$ cat config.mk
export PLATFORM = sky130hd
export DESIGN_NAME = srip_top
export DESIGN_NICKNAME = d
export VERILOG_FILES = /design/src/srip_top.v /design/src/srip_sync.v
export VERILOG_INCLUDE_DIRS = /design/src /design/src/src
export SDC_FILE = /design/constraint.sdc
export NUM_CORES = 1
export LEC_CHECK = 0
export BUFFER_PORTS_ARGS = -buffer_cell sky130_fd_sc_hd__buf_2
export CAP_MARGIN = 30
export CORE_MARGIN = 10
export CORE_UTILIZATION = 64
export CTS_CLUSTER_SIZE = 16
export DETAILED_ROUTE_END_ITERATION = 6
export PLACE_DENSITY = 0.95
export SLEW_MARGIN = 20
export SYNTH_ARGS = -nofsm -noshare
export SYNTH_HDL_FRONTEND = slang
export SYNTH_SLANG_ARGS = --single-unit
$ cat constraint.sdc
create_clock -name clock -period 3.8 [get_ports clock]
set_input_delay 1.14 -clock clock [delete_from_list [all_inputs] [get_ports clock]]
set_output_delay 1.14 -clock clock [all_outputs]
set_load 0.01 [all_outputs]
$ cat src/srip_defs.vh
// constants for the scanning readout input port
`ifndef SRIP_DEFS_VH
`define SRIP_DEFS_VH
`define SRIP_CLK_MHZ        125
`define SRIP_STROBE_WAIT_US 5
// 5 us at 125 MHz is 625 cycles, sized to the wait counter
`define SRIP_STROBE_WAIT_CYC 10'h271
`define SRIP_WAIT_W         10
`define SRIP_ASCII_PLUS     8'h2B
`define SRIP_ASCII_MINUS    8'h2D
`define SRIP_ASCII_ZERO     8'h30
`define SRIP_DIGITS         3'h4
`define SRIP_DATA_W         16
`define SRIP_CNT_W          3
`endif

$ cat src/srip_top.v
// scanning readout input port: polled sign-byte and status-only readout capture
// Contract
// - a sign-byte poll drives the request level high
// - request stays high until the instrument delivers a readout
// - not-ready sign poll disables host side, request stays, one readout still caught
// - ready sign poll sends plus 2B or minus 2D from the sign input
// - sign poll moves one byte; following input transfer delivers the rest
// - status-only poll reports ready state and moves no data
// - scanning mode starts on first poll, lasts until a readout arrives; the code clears it only as the last digit byte goes out to the host
// - five microseconds after strobe drop request; raise again on host ready
// - bytes go out as ASCII, sign first then digits
`timescale 1ns/1ps
`include "srip_defs.vh"
module srip_top
(
    // clock, reset, enable
    input  wire                    clock,
    input  wire                    nrst,
    input  wire                    ce,
    // host poll and transfer requests (one-cycle pulses, port taken as already selected)
    input  wire                    sign_byte_poll,
    input  wire                    status_poll,
    input  wire                    input_xfer,
    input  wire                    host_ready,
    // host answers
    output reg                     host_valid_q,
    output reg  [7:0]              host_data_q,
    output reg                     host_last_q,
    output reg                     status_valid_q,
    output reg                     status_ready_q,
    output reg                     host_enabled_q,
    output reg                     scan_mode_q,
    // instrument pins
    input  wire                    strobe_pin,
    input  wire                    sign_pin,
    input  wire [`SRIP_DATA_W-1:0] digit_pin,
    output reg                     request_q
);
    // hold-off count, already sized to the wait counter
    localparam [`SRIP_WAIT_W-1:0] WAIT_CYC = `SRIP_STROBE_WAIT_CYC;
    // request handshake states
    localparam [1:0] ST_IDLE = 2'd0;
    localparam [1:0] ST_WAIT = 2'd1;
    localparam [1:0] ST_HELD = 2'd2;
    localparam [1:0] ST_DONE = 2'd3;

    wire                    strobe_s;
    wire                    sign_s;
    wire [`SRIP_DATA_W-1:0] digit_s;
    reg                     strobe_prev_q;
    reg  [1:0]              state_q;
    reg  [`SRIP_WAIT_W-1:0] wait_q;
    reg                     data_ready_q;
    reg                     cap_sign_q;
    reg  [`SRIP_DATA_W-1:0] cap_digit_q;
    reg  [`SRIP_CNT_W-1:0]  byte_idx_q;
    reg                     sending_q;
    wire                    strobe_rise;
    wire [3:0]              cur_digit;

    // all instrument inputs cross clock domains through the filter
    srip_sync #(.W(1)) u_sync_strobe
    (
        .clock   (clock),
        .nrst    (nrst),
        .ce      (ce),
        .pin     (strobe_pin),
        .level_q (strobe_s)
    );
    srip_sync #(.W(`SRIP_DATA_W + 1)) u_sync_data
    (
        .clock   (clock),
        .nrst    (nrst),
        .ce      (ce),
        .pin     ({sign_pin, digit_pin}),
        .level_q ({sign_s, digit_s})
    );

    assign strobe_rise = strobe_s & ~strobe_prev_q;
    // digit 0 is the most significant nibble
    assign cur_digit = cap_digit_q[`SRIP_DATA_W-1 -: 4];

    // request handshake, capture and byte delivery
    always @(posedge clock or negedge nrst)
    begin
        if (!nrst)
        begin
            strobe_prev_q  <= 1'b0;
            state_q        <= ST_IDLE;
            wait_q         <= {`SRIP_WAIT_W{1'b0}};
            data_ready_q   <= 1'b0;
            cap_sign_q     <= 1'b0;
            cap_digit_q    <= {`SRIP_DATA_W{1'b0}};
            byte_idx_q     <= {`SRIP_CNT_W{1'b0}};
            sending_q      <= 1'b0;
            request_q      <= 1'b0;
            host_valid_q   <= 1'b0;
            host_data_q    <= 8'h00;
            host_last_q    <= 1'b0;
            status_valid_q <= 1'b0;
            status_ready_q <= 1'b0;
            host_enabled_q <= 1'b0;
            scan_mode_q    <= 1'b0;
        end
        else if (ce)
        begin
            strobe_prev_q  <= strobe_s;
            host_valid_q   <= 1'b0;
            host_last_q    <= 1'b0;
            status_valid_q <= 1'b0;
            // first poll of either kind enters scanning mode
            if (sign_byte_poll || status_poll)
                scan_mode_q <= 1'b1;
            // status poll answers ready state only, no data moves
            if (status_poll)
            begin
                status_valid_q <= 1'b1;
                status_ready_q <= data_ready_q;
                // arming here too lets a pure status scan still collect a readout
                if (!data_ready_q && state_q == ST_IDLE)
                    request_q <= 1'b1;
            end
            // sign poll: raise request, then answer or disable host side
            if (sign_byte_poll)
            begin
                if (!data_ready_q)
                begin
                    if (state_q == ST_IDLE)
                        request_q <= 1'b1;
                    host_enabled_q <= 1'b0;
                end
                else if (!sending_q)
                begin
                    host_enabled_q <= 1'b1;
                    host_valid_q   <= 1'b1;
                    host_data_q    <= cap_sign_q ? `SRIP_ASCII_MINUS : `SRIP_ASCII_PLUS;
                    byte_idx_q     <= 3'd1;
                end
            end
            // ordinary input transfer streams remaining bytes, sign first if not yet sent
            if (input_xfer && data_ready_q && !sending_q)
            begin
                sending_q      <= 1'b1;
                host_enabled_q <= 1'b1;
            end
            if (sending_q)
            begin
                host_valid_q <= 1'b1;
                if (byte_idx_q == 3'd0)
                begin
                    host_data_q <= cap_sign_q ? `SRIP_ASCII_MINUS : `SRIP_ASCII_PLUS;
                    byte_idx_q  <= 3'd1;
                end
                else
                begin
                    host_data_q <= {4'h3, cur_digit};
                    cap_digit_q <= {cap_digit_q[`SRIP_DATA_W-5:0], 4'h0};
                    byte_idx_q  <= byte_idx_q + 3'd1;
                    if (byte_idx_q == `SRIP_DIGITS)
                    begin
                        host_last_q  <= 1'b1;
                        sending_q    <= 1'b0;
                        data_ready_q <= 1'b0;
                        byte_idx_q   <= 3'd0;
                        scan_mode_q  <= sign_byte_poll | status_poll;
                    end
                end
            end
            // request handshake: strobe, 5 us hold-off, low while held, host ready re-arms
            case (state_q)
                ST_IDLE:
                begin
                    // capture even while host side is disabled; request held until then
                    if (strobe_rise && request_q && !data_ready_q)
                    begin
                        cap_sign_q   <= sign_s;
                        cap_digit_q  <= digit_s;
                        data_ready_q <= 1'b1;
                        byte_idx_q   <= 3'd0;
                        wait_q       <= WAIT_CYC - 10'd1;
                        state_q      <= ST_WAIT;
                    end
                end
                ST_WAIT:
                begin
                    if (wait_q == {`SRIP_WAIT_W{1'b0}})
                    begin
                        request_q <= 1'b0;
                        state_q   <= ST_HELD;
                    end
                    else
                        wait_q <= wait_q - 10'd1;
                end
                ST_HELD:
                begin
                    // readout gone: a fresh poll re-arms at once instead of idling in done
                    if (!data_ready_q)
                        state_q <= ST_DONE;
                    if (!data_ready_q && (sign_byte_poll || status_poll))
                    begin
                        request_q <= 1'b1;
                        state_q   <= ST_IDLE;
                    end
                end
                ST_DONE:
                begin
                    // host ready after the transfer re-arms the request
                    // a new poll counts as the host being ready again
                    if (host_ready || sign_byte_poll || status_poll)
                    begin
                        request_q <= 1'b1;
                        state_q   <= ST_IDLE;
                    end
                end
                default:
                    state_q <= ST_IDLE;
            endcase
        end
    end
endmodule // srip_top

$ cat src/srip_sync.v
// three-stage input synchroniser with agreement filter
`timescale 1ns/1ps
module srip_sync
#(
    parameter W = 1
)
(
    // clock and reset
    input  wire         clock,
    input  wire         nrst,
    input  wire         ce,
    // pin side and synchronised level
    input  wire [W-1:0] pin,
    output reg  [W-1:0] level_q
);
    reg [W-1:0] s1_q;
    reg [W-1:0] s2_q;
    reg [W-1:0] s3_q;

    // first stage feeds only the second; level moves once stages two and three agree
    always @(posedge clock or negedge nrst)
    begin
        if (!nrst)
        begin
            s1_q    <= {W{1'b0}};
            s2_q    <= {W{1'b0}};
            s3_q    <= {W{1'b0}};
            level_q <= {W{1'b0}};
        end
        else if (ce)
        begin
            s1_q    <= pin;
            s2_q    <= s1_q;
            s3_q    <= s2_q;
            level_q <= (s2_q & s3_q) | (level_q & (s2_q | s3_q));
        end
    end
endmodule // srip_sync

# Word-level counts from Yosys, hierarchy flattened
# Cells that the tools add are included.
[word_totals]
ff_bits = 122
output_inout_bits = 15
[op_classes]
reduce_logical = 24
n_bitwise = 11
eq_ne = 10
mux = 58
add_sub_neg = 2
[op_table]
columns = ["op", "count"]
rows = [
  ["2-to-1 mux 16 bit", 4],
  ["AND 17 bit", 2],
  ["bitwise OR 17 bit", 2],
  ["2-to-1 mux 1 bit", 32],
  ["2-to-1 mux 3 bit", 8],
  ["2-to-1 mux 8 bit", 3],
  ["2-to-1 mux 10 bit", 2],
  ["case mux 10 bit (2 select lines)", 1],
  ["zero test 10 bit", 1],
  ["2-to-1 mux 2 bit", 5],
  ["subtractor 10 x 1 -> 10 bit, second input constant", 1],
  ["AND reduction 3 bit", 3],
  ["case mux 2 bit (4 select lines)", 1],
  ["nonzero test 2 bit", 4],
  ["logical AND 1 bit", 6],
  ["!= test 2 bit, second input constant", 3],
  ["2-to-1 mux 5 bit", 1],
  ["AND reduction 5 bit", 1],
  ["== test 2 bit, second input constant", 2],
  ["AND reduction 4 bit", 1],
  ["adder 3 x 1 -> 3 bit, second input constant", 1],
  ["AND 1 bit", 3],
  ["== test 3 bit, second input constant", 1],
  ["zero test 3 bit", 1],
  ["other kinds (11)", 16],
]

# Depth between registers and ports, before layout
# Gate-level depths: netlist of run 1.
[logic_depth]
word_depth = 9
mapped_depth = 7

# Modules after synthesis
# From an unflattened synthesis of run 1, not the netlist that was laid out.
[hier_totals]
cells_unflattened = 463
area_unflattened_um2 = 5253.8
[by_module_without_submodules]
columns = ["mod", "n_inst", "cells_per_inst", "area_per_inst_um2"]
rows = [
  ["srip_sync (u_sync_data)", 1, 207, 2733.9],
  ["srip_top", 1, 244, 2364.8],
  ["srip_sync (u_sync_strobe)", 1, 12, 155.1],
]

# Least setup slack after synthesis of run 1
# No wires, ideal clock.
[synth_path]
path_type = "input to register"
start = "input port ce"
end = "register wait_q[7]"
path_buffers = 0
arrival_ps = 2393
setup_slack_ps = 1329
setup_ps = 78
cell_stages = 4
path_cell_list = "or4b_4 a211o_1 or4_1 a21oi_1"
[synth_via]
elab_chain_len = 1
[synth_lines]
columns = ["element", "line_no", "rtl"]
rows = [
  ["start: declaration", "srip_top.v:19", "input wire ce,"],
  ["AND reduction 4 bit (no line)", "--", ""],
  ["end signal: assignment", "srip_top.v:90", "wait_q <= {`SRIP_WAIT_W{1'b0}};"],
  ["end signal: assignment", "srip_top.v:180", "wait_q <= WAIT_CYC - 10'd1;"],
  ["end signal: assignment", "srip_top.v:192", "wait_q <= wait_q - 10'd1;"],
  ["end: declaration", "srip_top.v:52", "reg [`SRIP_WAIT_W-1:0] wait_q;"],
]
# Every way passes these cells.
# A chain may end at the register's enable or synchronous reset.

# Final worst setup path of run 1
[layout_path]
start = "input port ce"
end = "register wait_q[9]"
# The elaborated chain is that of the path after synthesis.

==> metrics.md, run 1 <==
| Metric | Value |
|---|---|
| Worst EP arrival | 2630 ps |
| Sw power | about 1500 µW |
| Area delta synth->final | 16.59% |
| Logic pwr share | 0.222 |
| Synthesized area per cell | 11.19 µm² |
| Via density | 6.366 |
| Iteration-0 DRC Markers | roughly 350 |
| Pint | 3176 µW |
| Flop pwr share | 0.430 |
| Fin. max-slew vios | 0 |
| Clock share of power | 0.348 |
| Nets@finish | 522 |
| Mapped cell area | 5135 µm² |
| Pin count of the biggest net entering global routing | 70 |
| Reg clk slew, reported paths | 60 ps |
| Core Area | 7767 µm² |
| GR Overflow Total | 0 |
| WL/cell | slightly above 20 µm |
| Final min period | roughly 2200 ps |
| Worst rel slew slack | 0.5027 |
| Synth warn | 0 |
| Chip Width | approximately 110 µm |
| Outcome | finished, final reports clean |
| Sequential cell area fraction in the yosys report | 0.5848 |
| Hpwl dp | 6942 µm |
| Via count | 3,877 |
| CTS sink cnt | 120 |
| Max VDD drop | roughly 0.46 mV |
| Least-Margin Pin Slew | 745.1 ps |
| First-pass GRT wire length | 20,700 µm |
| Final wirelength | 12,360 µm |
| R2R cell count | 5 |
| GR peak layer | met2 |
| PwrDens | 783.1 nW/µm² |
| Die area | approximately 12,000 µm² |
| # hold bufs at CTS | 0 |
| R2R Setup Slk | 1580 ps |
| Vias in the first global route | 4,067 |
| Final-report setup violation count | 0 |
| Placer Congestion | ~0.87 |
| Critical Path End | wait_q[9]$_DFFE_PN0P_ |
| Power Total | 4688 µW |
| Synth area leader | dfrtp_1 |
| Crit. Startpoint | ce |
| Dpl cells | 576 |
| Tcrit/Tclk final | 0.5901 |
| # H-tree levels | 4 |
| DR DRC count | 0 |
| Clock Skews | 14.17 ps |
| Worst EP required | 4190 ps |
| Post-route insts no fill | 609 |
| Max-Cap Viols | 0 |
| Fraction of power spent switching nets | 0.3226 |
| RSZ-0062 raised after global routing | no |
| Initial antenna violation count | 0 |
| Asr flop ratio synth | 1.000 |
| Post-Synthesis Cells | 459 |
| Num CTS Buffers | 17 |
| Peak Freq | 446.0 MHz |
| Worst setup SP type | primary input |
| Synth top area cells | dfrtp_1 (58%), mux2_2 (8.3%), o21ai_0 (6.5%) |
| Share of cells above drive strength 1 | 0.2406 |
| WHS | roughly 500 ps |
| Crit end category | register |
| RR Endpoint | cap_digit_q[7]$_DFFE_PN0P_ |
| Initial core utilization | 0.6611 |
| Leakage Power | roughly 0.0027 µW |
| PortBufs | 37 |
| TritonCTS clock tree | yes |
| Design area | 5987 µm² |
| Worst-Skew Late Latency | 520 ps |
| IO Count | 40 |
| Top-area cell type share of the netlist area | 0.5848 |
| First-pass DRT Iterations | 5 |
| Met1 GRT Util | 0.2598 |
| Crit Path Class | in -> reg |
| Total global-route track usage | 0.2203 |
| Met2 GRT Util | 0.3790 |
| Post-CTS sizing | 0 |
| Ys flop type | dfrtp_1 |
| Met3 usage | 0.05091 |
| Die Span Y | 109.6 µm |
| Yosys reg bits | 120 |
| Worst r2r src | byte_idx_q[0]$_DFFE_PN0P_ |
| Clock Tree Buf Depth | 2 |
| Setup tns final | 0 ps |
| N_diodes | 0 |
| Post-synth EDFFs | 0 |
| CTS root buffer | clkbuf_8 |
| Remaining antenna violation count after routing | 0 |
| Fin. Hold Viols | 0 |
| Synth cell types | 52 |
| Worst Hold Class | reg -> reg |
| Row count | 32 |
| Post-DP Area | 5381 µm² |
| Crit path max fanout | 22 |
| Post-CTS setup buffers | 0 |
## kinds of logic after synthesis
| family | synth area share |
|---|---|
| buf+inv | 0.04410 |
| simple gates | 0.09552 |
| other cells | 0.0007303 |
| mux | 0.09113 |
| xor+xnor | 0.001706 |
| fa+ha+maj | 0.007311 |
| compound gates | 0.1747 |
| flops | 0.5848 |
## registers in the layout, summed over array words and instances (netlist names), 2 cells and up
signal,count
u_sync_data.level_q,17
wait_q,10
cap_digit_q,16
host_data_q,6
byte_idx_q,3
state_q,2
u_sync_data.s2_q,17
u_sync_data.s1_q,17
u_sync_data.s3_q,17
## worst max-delay path, stage by stage
cell	delay [ps]
buf_4	130
inv_1	540
nor3_1	210
buf_4	230
or3b_1	370
## metrics by stage
step	worst slack, ps	util
finish	1558	0.7708
global route	1439	0.7708
CTS	1331	0.7698
detailed placement	1067	0.6928
global placement	1106	0.6928
floorplan	1329	-
## power by group through the flow
stage               clock network, µW  logic, µW  registers (µW)
floorplan                           0        751            1890
global placement                    0        898            1960
detailed placement                  0        973            1990
CTS                              1640       1030            2010
global route                     1690       1160            2060
finish                           1630       1040            2020
## synth_stat cells (4+ instances only)
master and n:
o22ai_1 14, mux2i_1 4, inv_1 29, nor3_1 5, dfrtp_1 120, a21oi_1 26, nand2_1 34, a2bb2oi_1 12
a22o_1 7, nand3_1 6, nor2_1 12, buf_1 4, o31ai_1 4, o21ai_0 67, mux2_2 38, or3_1 5
clkbuf_1 19
## cell type report
type	count	area (µm²)
Sequential cell	120	3003
Multi-Input combinational cell	284	1909
Fill cell	454	1780
Clock buffer	17	414.1
Timing Repair Buffer	42	240.2
Clock inverter	15	183.9
Tap cell	102	127.6
Inverter	29	108.9
## cell usage in the layout, fill, tap and decap left out, types with 3 or more instances in the layout
master / n
a21oi_1: 26
a22o_1: 7
a2bb2oi_1: 12
buf_2: 35
buf_4: 6
bufinv_16: 4
clkbuf_16: 16
clkinv_2: 8
dfrtp_1: 120
ha_1: 3
inv_1: 29
mux2_2: 38
mux2i_1: 4
nand2_1: 34
nand2b_1: 3
nand3_1: 6
nor2_1: 12
nor3_1: 5
nor4_1: 3
o21ai_0: 67
o22ai_1: 14
o31ai_1: 4
or2_2: 3
or3_1: 5
or4_1: 3
## worst min path at each step
stage                                        start                          to  slack (ps)  cells after the start
2_1_floorplan  u_sync_data.level_q[16]$_DFFE_PN0P_      cap_sign_q$_DFFE_PN0P_         470                      2
3_3_place_gp            host_data_q[1]$_DFFE_PN0P_  host_data_q[1]$_DFFE_PN0P_         460                      2
3_5_place_dp            host_data_q[5]$_DFFE_PN0P_  host_data_q[5]$_DFFE_PN0P_         470                      1
4_1_cts                   host_valid_q$_DFFE_PN0P_    host_valid_q$_DFFE_PN0P_         500                      1
5_1_grt                   host_valid_q$_DFFE_PN0P_    host_valid_q$_DFFE_PN0P_         500                      1
6_report                  host_valid_q$_DFFE_PN0P_    host_valid_q$_DFFE_PN0P_         490                      1
## metal layers
| metal | wire, µm | share of wire | up-vias |
|---|---|---|---|
| met5 | 0 | 0 | - |
| met4 | 374 | 0.030 | 0 |
| met3 | 796 | 0.064 | 43 |
| met2 | 6431 | 0.52 | 197 |
| met1 | 4753 | 0.38 | 1918 |
| li1 | - | - | 1719 |
Note: power is estimated with default switching activity, not from simulation.
==> run 2, diff against run 1 <==
--- a/config.mk
+++ b/config.mk
@@ -9,10 +9,10 @@
 export BUFFER_PORTS_ARGS = -buffer_cell sky130_fd_sc_hd__buf_2
 export CAP_MARGIN = 30
 export CORE_MARGIN = 10
-export CORE_UTILIZATION = 64
+export CORE_UTILIZATION = 54
 export CTS_CLUSTER_SIZE = 16
 export DETAILED_ROUTE_END_ITERATION = 6
-export PLACE_DENSITY = 0.95
+export PLACE_DENSITY = 0.87
 export SLEW_MARGIN = 20
 export SYNTH_ARGS = -nofsm -noshare
 export SYNTH_HDL_FRONTEND = slang
==> constraint.sdc (replaced) <==
create_clock -name clock -period 1.99 [get_ports clock]
set_input_delay 0.597 -clock clock [delete_from_list [all_inputs] [get_ports clock]]
set_output_delay 0.597 -clock clock [all_outputs]
set_load 0.01 [all_outputs]
==> run 2 against run 1 <==
Largest cell class unchanged. Non-clock buffer count rose by 26. Sequential power up 87%. First-iteration DRC count fell by 39%. Die area is 15% higher. Critical endpoint is now wait_q[6]$_DFFE_PN0P_. Design area grew 4.9%.
==> metrics.md, run 2 (same netlist as run 1, synthesis figures left out) <==
| Metric | Value |
|---|---|
| Chip Width | approximately 120 µm |
| Most common cell after layout, fill and taps aside | dfrtp_1 |
| PwrDens | 1487 nW/µm² |
| Pint | 6560 µW |
| Num CTS Buffers | 17 |
| IO Count | 40 |
| Peak Freq | 511.1 MHz |
| Stages on worst setup path | 6 |
| Post-layout util | 0.6796 |
| Outcome | finished, final reports clean |
| Max-Cap Viols | 0 |
| PortBufs | 37 |
| Hold Startpoint | digit_pin[11] |
| Leading cell types in the layout, fill and taps excluded | dfrtp_1 (120), o21ai_0 (67), mux2_2 (38) |
| Die Span Y | 117.5 µm |
| Clock Skews | 9.936 ps |
| Max VDD drop | 0.9104 mV |
| Row count | 35 |
| Placer Congestion | 0.8687 |
| RR Endpoint | wait_q[6]$_DFFE_PN0P_ |
| Delay-heaviest family, CP | simple AND/OR/NAND/NOR gates |
| Final wirelength | 11,480 µm |
| Worst Hold Class | in -> reg |
| DR DRC count | 0 |
| Cell chain of the critical path | inv_1, ha_2, or4b_4, a2111o_1, or3_1, nand3_1 |
| Total global-route track usage | 0.1687 |
| Vias in the first global route | 4,017 |
| Leakage Power | 0.002815 µW |
| Hpwl dp | 7359 µm |
| Crit Path Class | reg -> reg |
| Via count | around 3,800 |
| Logic pwr share | 0.233 |
| Least-Margin Pin Slew | 588.1 ps |
| Iteration-0 DRC Markers | 212 |
| Slowest-stage cell, CP | or4b_4 |
| # H-tree levels | 4 |
| Hold Crit Endpoint | u_sync_data.s1_q[11]$_DFFE_PN0P_ |
| First-pass DRT Iterations | 5 |
| Initial core utilization | 0.5557 |
| Post-DP Area | 5595 µm² |
| Nets@finish | around 550 |
| First-pass GRT wire length | slightly below 20,000 µm |
| Worst setup SP type | register |
| Clock share of power | 0.362 |
| R2R Setup Slk | 30 ps |
| Crit end category | register |
| RSZ-0062 raised after global routing | yes |
| Worst EP arrival | 2410 ps |
| Design area | 6280 µm² |
| Flop pwr share | 0.405 |
| Crit path buffers/inverters | 1 |
| CTS sink cnt | 120 |
| Fraction of power spent switching nets | 0.2975 |
| Tcrit/Tclk final | 0.9832 |
| N_diodes | 0 |
| Initial antenna violation count | 0 |
| R2R cell count | 6 |
| Via density | 5.729 |
| Remaining antenna violation count after routing | 0 |
| Share of cells above drive strength 1 | 0.2744 |
| Clock Tree Buf Depth | 2 |
| Worst EP required | 2440 ps |
| Core Area | 9240 µm² |
| Final-report setup violation count | 0 |
| WL/cell | 17.37 µm |
| GR Overflow Total | 0 |
| Sw power | ~2800 µW |
| Area delta synth->final | 22.30% |
| CTS root buffer | clkbuf_8 |
| Final min period | 1957 ps |
| Fin. max-slew vios | 0 |
| Die area | 13,810 µm² |
| Crit path max fanout | 4 |
| Fin. Hold Viols | 0 |
| Pin count of the biggest net entering global routing | 61 |
| WHS | 312.7 ps |
| Worst rel slew slack | 0.6079 |
| Worst r2r src | wait_q[0]$_DFFE_PN0P_ |
| Reg clk slew, reported paths | 60 ps |
| TritonCTS clock tree | yes |
| WHS Path Cells | 2 |
| Worst-Skew Late Latency | 520 ps |
| Max incr delay on CP | 510 ps |
==> run 2: changes by cell type in the layout (fill, tap and decap cells not counted), moves of 2 or more <==
cell        previous run  this run
buf_4                  6        31
clkinv_2               8         3
clkbuf_8               1         3
clkbuf_1               0         3
clkinvlp_4             2         0
bufinv_16              4         6
==> run 2: final cells by class <==
cell class / instances / area, µm²
inverter: 29 / 108.9
multi-input combinational: 284 / 1921
clock inverter: 9 / 195.2
tap: 129 / 161.4
clock buffer: 22 / 452.9
timing repair buffer: 68 / 437.9
sequential: 120 / 3003
fill: 651 / 2960
==> run 2: worst reg2reg max path, stage by stage (launching register included) <==
cell and delay (ps):
dfrtp_1 400, inv_1 80, ha_2 190, or4b_4 510
a2111o_1 320, or3_1 310, nand3_1 90
==> run 2: per-layer routing <==
layer,wire (µm),vias up,share of wire,global-route usage
met1,4843,1893,0.42,0.1956
met3,505,27,0.044,0.05084
met2,5848,104,0.51,0.2850
li1,-,1763,-,-
met4,282,0,0.025,0.06801
met5,0,-,0,0
==> run 2: power groups by stage <==
| stage | logic [µW] | registers, µW | clock network, µW |
|---|---|---|---|
| finish | 2170 | 3780 | 3380 |
| global route | 2420 | 3870 | 3530 |
| global placement | 1920 | 3720 | 0 |
| floorplan | 1430 | 3610 | 0 |
| detailed placement | 2050 | 3780 | 0 |
| CTS | 2140 | 3760 | 3410 |
==> run 2: metrics by stage <==
| stage | total power, µW | TNS [ps] | instances | setup WS [ps] |
|---|---|---|---|---|
| 2_1_floorplan | 5041 | 0 | 460 | 61.80 |
| 3_3_place_gp | 5640 | -168.5 | 627 | -55.93 |
| 3_5_place_dp | 5831 | -291.7 | 627 | -87.61 |
| 4_1_cts | 9312 | 0 | 660 | 8.062 |
| 5_1_grt | 9823 | -40.72 | 661 | -37.20 |
| 6_report | 9339 | 0 | 661 | 33.37 |
==> run 2: repair_timing <==
item / CTS / global route
endpoints found under the hold margin: 6 / 0
setup buffers: 1 / 1
setup endpoints to repair: 1 / 7
gates cloned: 0 / 0
pin swaps: 0 / 1
resized for setup: 0 / 3
hold buffers: 1 / 0
==> run 2: worst max path at each step <==
stage / start / endpoint / slack [ps]
2_1_floorplan: ce / wait_q[7]$_DFFE_PN0P_ / 60
3_3_place_gp: ce / wait_q[7]$_DFFE_PN0P_ / -60
3_5_place_dp: ce / wait_q[3]$_DFFE_PN0P_ / -90
4_1_cts: wait_q[1]$_DFFE_PN0P_ / wait_q[6]$_DFFE_PN0P_ / 8
5_1_grt: wait_q[0]$_DFFE_PN0P_ / wait_q[6]$_DFFE_PN0P_ / -40
6_report: wait_q[0]$_DFFE_PN0P_ / wait_q[6]$_DFFE_PN0P_ / 30
